`config.mk`:
```
export PLATFORM = sky130hd
export DESIGN_NAME = rss_top
export DESIGN_NICKNAME = d
export VERILOG_FILES = /design/src/rss_pkg.sv /design/src/rss_tick_if.sv /design/src/rss_stretch.sv /design/src/rss_top.sv
export SDC_FILE = /design/constraint.sdc
export NUM_CORES = 1
export LEC_CHECK = 0
export BUFFER_PORTS_ARGS = -buffer_cell sky130_fd_sc_hd__buf_2
export CORE_MARGIN = 1
export CORE_UTILIZATION = 24
export CTS_CLUSTER_SIZE = 14
export DETAILED_ROUTE_END_ITERATION = 8
export SYNTH_ARGS = -nofsm -noshare
export SYNTH_HDL_FRONTEND = slang
export SYNTH_SLANG_ARGS = --single-unit
```
`constraint.sdc`:
```
create_clock -name clk_sys -period 7.02 [get_ports clk_sys]
set_input_delay 1.053 -clock clk_sys [delete_from_list [all_inputs] [get_ports clk_sys]]
set_output_delay 1.053 -clock clk_sys [all_outputs]
set_load 0.02 [all_outputs]
```
`src/rss_pkg.sv`:
```
package rss_pkg;
    // Slow clock rate and the power-on pulse length in its own unit.
    localparam int RSS_SLOW_HZ = 32000;
    localparam int RSS_POR_MS = 300;
    // Power-on pulse length in slow clock cycles.
    localparam int RSS_POR_TICKS = (RSS_POR_MS * RSS_SLOW_HZ) / 1000;
    // Stretch and qualify lengths, all in slow clock cycles.
    localparam int RSS_SDRAM_TICKS = 7;
    localparam int RSS_SYS_TICKS = 14;
    localparam int RSS_QUAL_TICKS = 4;
    // Every reset output is asserted while reset_n is low.
    localparam logic RSS_ACTIVE_RST = 1'h1;
    // The slow clock is taken as high coming out of reset, so a level that
    // is already high at release is never mistaken for a fresh rising edge.
    // At worst one tick is lost, which lengthens a stretch, never shortens.
    localparam logic RSS_SLOW_RST = 1'h1;
endpackage : rss_pkg

```
`src/rss_tick_if.sv`:
```
// Carries the one-cycle slow clock tick to the stretch counters.
interface rss_tick_if;
    logic tick;
    modport drive (output tick);
    modport take (input tick);
endinterface : rss_tick_if

```
`src/rss_stretch.sv`:
```
// Holds active while hold is high and for TICKS slow ticks after it drops.
module rss_stretch
    import rss_pkg::*;
#(
    parameter int TICKS = 7
) (
    input wire logic clk_sys,
    input wire logic reset_n,
    rss_tick_if.take tick_if,
    input wire logic hold,
    output logic active
);
    localparam int CW = $clog2(TICKS + 1);
    localparam logic [CW-1:0] FULL = CW'(TICKS);

    generate
        if (TICKS < 1) begin : g_bad
            $error("rss_stretch needs at least one tick");
        end
    endgenerate

    logic [CW-1:0] cnt_q;
    logic [CW-1:0] cnt_d;
    logic active_q;
    logic active_d;

    // Reload while held, then count ticks down to release.
    always_comb begin
        cnt_d = cnt_q;
        if (hold) begin
            cnt_d = FULL;
        end else if (tick_if.tick && cnt_q != '0) begin
            cnt_d = cnt_q - CW'(1);
        end
        active_d = hold || (cnt_d != '0);
    end

    // Coming out of reset the full stretch is still owed.
    always_ff @(posedge clk_sys or negedge reset_n) begin
        if (!reset_n) begin
            cnt_q <= FULL;
            active_q <= RSS_ACTIVE_RST;
        end else begin
            cnt_q <= cnt_d;
            active_q <= active_d;
        end
    end

    assign active = active_q;

    // Helper counts ticks seen since hold last dropped, saturating.
    logic [CW:0] seen_q;
    always_ff @(posedge clk_sys or negedge reset_n) begin
        if (!reset_n) begin
            seen_q <= '0;
        end else if (hold) begin
            seen_q <= '0;
        end else if (tick_if.tick && seen_q <= {1'h0, FULL}) begin
            seen_q <= seen_q + (CW + 1)'(1);
        end
    end
endmodule : rss_stretch

```
`src/rss_top.sv`:
```
// Reset sequencer: power-on pulse, hard reset qualifier and two stretchers.
module rss_top
    import rss_pkg::*;
#(
    parameter int POR_TICKS = RSS_POR_TICKS
) (
    input wire logic clk_sys,
    input wire logic reset_n,
    input wire logic slow_32k_clock,
    input wire logic power_on_reset_in_n,
    input wire logic hard_reset_in_n,
    output logic internal_power_on_reset,
    output logic sdram_reset_n,
    output logic internal_bus_system_reset,
    output logic reset_out_n
);
    localparam int QW = $clog2(RSS_QUAL_TICKS + 1);
    localparam logic [QW-1:0] QUAL_FULL = QW'(RSS_QUAL_TICKS);
    localparam logic [QW-1:0] QUAL_LAST = QW'(RSS_QUAL_TICKS - 1);

    generate
        if (POR_TICKS < 1) begin : g_bad_por
            $error("POR_TICKS must be at least one");
        end
    endgenerate

    rss_tick_if tick_bus ();

    // Rising edge of the sampled slow clock makes one tick per slow cycle.
    logic slow_q;
    logic slow_d;
    always_comb begin
        slow_d = slow_32k_clock;
    end
    always_ff @(posedge clk_sys or negedge reset_n) begin
        if (!reset_n) begin
            slow_q <= RSS_SLOW_RST;
        end else begin
            slow_q <= slow_d;
        end
    end
    assign tick_bus.tick = slow_32k_clock && !slow_q;

    // Qualifier: the input must stay low across four ticks in a row.
    // A shorter low is a glitch and resets the count without effect.
    logic [QW-1:0] qual_cnt_q;
    logic [QW-1:0] qual_cnt_d;
    logic hr_qual_q;
    logic hr_qual_d;
    always_comb begin
        qual_cnt_d = qual_cnt_q;
        if (hard_reset_in_n) begin
            qual_cnt_d = '0;
        end else if (tick_bus.tick && qual_cnt_q != QUAL_FULL) begin
            qual_cnt_d = qual_cnt_q + QW'(1);
        end
        hr_qual_d = !hard_reset_in_n && (qual_cnt_d == QUAL_FULL);
    end
    always_ff @(posedge clk_sys or negedge reset_n) begin
        if (!reset_n) begin
            qual_cnt_q <= '0;
            hr_qual_q <= 1'h0;
        end else begin
            qual_cnt_q <= qual_cnt_d;
            hr_qual_q <= hr_qual_d;
        end
    end

    // Internal power-on pulse runs on after the external input releases.
    logic por_act;
    rss_stretch #(.TICKS(POR_TICKS)) u_por (
        .clk_sys (clk_sys),
        .reset_n (reset_n),
        .tick_if (tick_bus),
        .hold (!power_on_reset_in_n),
        .active (por_act)
    );

    // Both downstream resets start from the same cause; the shorter
    // SDRAM stretch lets memory come up before the bus masters run.
    logic src_hold;
    logic sdram_act;
    logic sys_act;
    assign src_hold = por_act || hr_qual_q;

    rss_stretch #(.TICKS(RSS_SDRAM_TICKS)) u_sdram (
        .clk_sys (clk_sys),
        .reset_n (reset_n),
        .tick_if (tick_bus),
        .hold (src_hold),
        .active (sdram_act)
    );

    rss_stretch #(.TICKS(RSS_SYS_TICKS)) u_sys (
        .clk_sys (clk_sys),
        .reset_n (reset_n),
        .tick_if (tick_bus),
        .hold (src_hold),
        .active (sys_act)
    );

    // Outputs come straight from the stretcher flip-flops.
    assign internal_power_on_reset = por_act;
    assign sdram_reset_n = !sdram_act;
    assign internal_bus_system_reset = sys_act;
    assign reset_out_n = !sys_act;

    // Checking aid: slow ticks since the stretchers' cause last dropped,
    // and since the external power-on input last went high. Each count
    // saturates one past the longest length that it confirms, so a
    // release that comes much too late still reads as a wrong count.
    localparam int RW = $clog2(RSS_SYS_TICKS + 2);
    localparam int PW = $clog2(POR_TICKS + 2);
    localparam logic [RW-1:0] REL_SDRAM = RW'(RSS_SDRAM_TICKS);
    localparam logic [RW-1:0] REL_SYS = RW'(RSS_SYS_TICKS);
    localparam logic [RW-1:0] REL_CAP = RW'(RSS_SYS_TICKS + 1);
    localparam logic [PW-1:0] POR_FULL = PW'(POR_TICKS);
    localparam logic [PW-1:0] POR_CAP = PW'(POR_TICKS + 1);

    logic [RW-1:0] rel_cnt_q;
    logic [RW-1:0] rel_cnt_d;
    logic [PW-1:0] por_cnt_q;
    logic [PW-1:0] por_cnt_d;

    // Both counts clear while their cause stands and step on each tick.
    always_comb begin
        rel_cnt_d = rel_cnt_q;
        if (src_hold) begin
            rel_cnt_d = '0;
        end else if (tick_bus.tick && rel_cnt_q != REL_CAP) begin
            rel_cnt_d = rel_cnt_q + RW'(1);
        end
        por_cnt_d = por_cnt_q;
        if (!power_on_reset_in_n) begin
            por_cnt_d = '0;
        end else if (tick_bus.tick && por_cnt_q != POR_CAP) begin
            por_cnt_d = por_cnt_q + PW'(1);
        end
    end

    // Starting from zero matches the full counts owed after reset.
    always_ff @(posedge clk_sys or negedge reset_n) begin
        if (!reset_n) begin
            rel_cnt_q <= '0;
            por_cnt_q <= '0;
        end else begin
            rel_cnt_q <= rel_cnt_d;
            por_cnt_q <= por_cnt_d;
        end
    end
endmodule : rss_top

```
==> flow_summary.ini <==
[run_status]
status = finished, violations left
violations = DRC

[route]
drt-wirelength-per-cell_um = 13.1
via_count = 1258
antenna_left = 0
drt_iter0_drc = 32
firstDrtPassIters = 7
drc_errors = 4
viasPerCell = 4.93
routed_wl_um = 3340

[job]
maxCapViolCount = 0

[cts]
cts_buffer_depth = 2
cts_setup_buffers = 0
clock-root-buffer = clkbuf_8
clk_pin_slew_ps = 70
cts_hold_buf = 0
cts_sinks = 29
cts_tree = done
clkLatencyLatePin_ps = 290
cts_inserted_buffers = 5
htree_levels = 2
ctsResizeCount = 0

[final_layout]
final_cells = 255
drive_above_1_share_pct = 18.0
nets = 188
syn2layout_area_growth_pct = 11.8
utilization_pct = 28.2
num_antenna_cells = 0

[sta]
finalSetupViolCount = 0
final.setup.tns_ps = 0
period_share_pct = 42.3
rsz0062_at_grt = false
drv_slew = 0
fmax_mhz = 336
worst_pin_slew_ps = 754
slew_headroom_pct = 49.0
skew_ps = 4.24
post-route-min-period_ps = 2970
hold_violations = 0

[pwr]
p_leak_nw = 0.778
peakVddDrop_mv = 0.0874
power.density_nw_per_um2 = 201

[grt]
globalRouteOverflowTotal = 0
grt_start_max_net_pins = 30
grt_pass1_wl_um = 5700
antenna_found_initial = 0
grt_pass1_vias = 1186
grtUsageTotal_pct = 10.4

[yosys]
syn_area_per_cell_um2 = 9.69
syn_nets = 178
yosys_register_bits = 29
yosysSeqAreaShare_pct = 45.9
synth_top_cells_by_area = dfrtp_1 (23%), dfstp_2 (23%), ha_1 (4.6%)
ys.flop_type = dfrtp_1
synth_area_um2 = 1620
yosys_warnings = 0
synth-edff-count = 0
syn_inst = 167
yosysTopAreaCell = dfrtp_1
ys_async_sr_fraction_pct = 100
ys_types = 49
synth_top_area_share_pct = 23.2

[floorplanning]
coreArea_um2 = 6420
start_util_pct = 25.2
row_count = 29
dieArea_um2 = 7080
io-pin-count = 9
dieWidth_um = 84.1
die_h_um = 84.1

[critical_path]
r2r_slack_ps = 4240
cp_max_fo = 7
r2r_cells = 7
worstSetupEndpointType = register
arrival_ps = 3180
crit_type = in -> reg
cp.required_ps = 7220
worstSetupStartpointType = input port

[place]
hpwl_um = 2320
gp_congestion = 0.809
io_buffers = 8
placed_cells = 247

[worst_hold_path]
hold_path_depth = 1
hold_path.class = reg -> reg
report_power, final:
part	switching (W)	total, W	internal, W
sequential	0.00000913	0.000183	0.000173
clock	0.0000675	0.000136	0.0000686
combinational	0.0000280	0.0000453	0.0000172
placed cells by master, fill, tap and decap left out, types with 6 or more instances in the layout:
master and instances:
dfstp_2 14, nand3_1 8, nor2_1 18, nand2_1 17
dfrtp_1 15, inv_1 14, ha_1 6, buf_2 8
xnor2_1 6, nor3_1 9
state kept, by name (all words and copies together), names as in the netlist:
register,flops
u_sdram.cnt_q,3
u_por.cnt_q,14
u_sys.cnt_q,4
qual_cnt_q,3
u_por.active,1
u_sdram.active,1
hr_qual_q,1
slow_q,1
u_sys.active,1
layer usage:
| metal | wire, um | vias to the layer above | global-route usage [%] |
|---|---|---|---|
| li1 | - | 619 | - |
| met1 | 1710 | 612 | 14.0 |
| met2 | 1420 | 18 | 14.7 |
| met3 | 121 | 9 | 3.05 |
| met4 | 85 | 0 | 6.11 |
| met5 | 0 | - | 0 |
per-stage QoR:
step	setup WS, ps	power (W)	hold slack (ps)	instance area [um2]
after floorplan	4190	0.000217	411	1620
after global placement	3880	0.000230	420	1730
after detailed placement	3820	0.000230	420	1730
after CTS	4120	0.000367	432	1810
after global routing	3970	0.000383	442	1810
final	4050	0.000364	430	1810
worst max-delay path: stages:
cell and delay, ps:
buf_2 100, nor4b_2 550, nand4_1 190, a2111oi_0 590
o2111ai_1 160, or4_1 530
cells by family (layout without fill, tap and decap cells):
family                   count (synthesis)  count (layout)  share of synthesized area [%]
AO/OA/AOI/OAI                           27              27                           12.5
XOR/XNOR                                11              11                           5.95
adder cells (fa/ha/maj)                  6               6                           4.64
buffers and inverters                   19              30                           4.95
flip-flops                              29              29                           45.9
multiplexers                             1               1                          0.618
AND/OR/NAND/NOR                         74              74                           25.4
cell usage after synthesis, drive strengths merged, types with 3 or more instances:
cell type  number
a21oi           4
clkbuf          3
dfrtp          15
dfstp          14
ha              6
inv            14
nand2          17
nand3           8
nand4           4
nor2           18
nor3            9
o21ai           4
or4             3
xnor2           6
xor2            5
final cells by class:
cell class,instances,area (um2)
clock inverters,2,10.0
well taps,77,96.3
repair buffers,8,40.0
multi-input cells,119,796
clock buffers,6,72.6
flip-flops and latches,29,743
inverters,14,52.6
fillers,676,4610
final timing paths:
kind | from | endpoint
min in group asynchronous | reset_n | u_por.cnt_q[12]$_DFF_PN0_
max in group asynchronous | reset_n | u_por.cnt_q[4]$_DFF_PN0_
max | slow_32k_clock | u_por.active$_DFF_PN1_
min reg2reg | hr_qual_q$_DFF_PN0_ | u_sys.cnt_q[0]$_DFF_PN0_
min | hr_qual_q$_DFF_PN0_ | u_sys.cnt_q[0]$_DFF_PN0_
max reg2reg | u_por.cnt_q[0]$_DFF_PN0_ | u_por.active$_DFF_PN1_
No activity file was read; power rests on OpenSTA's default activity.
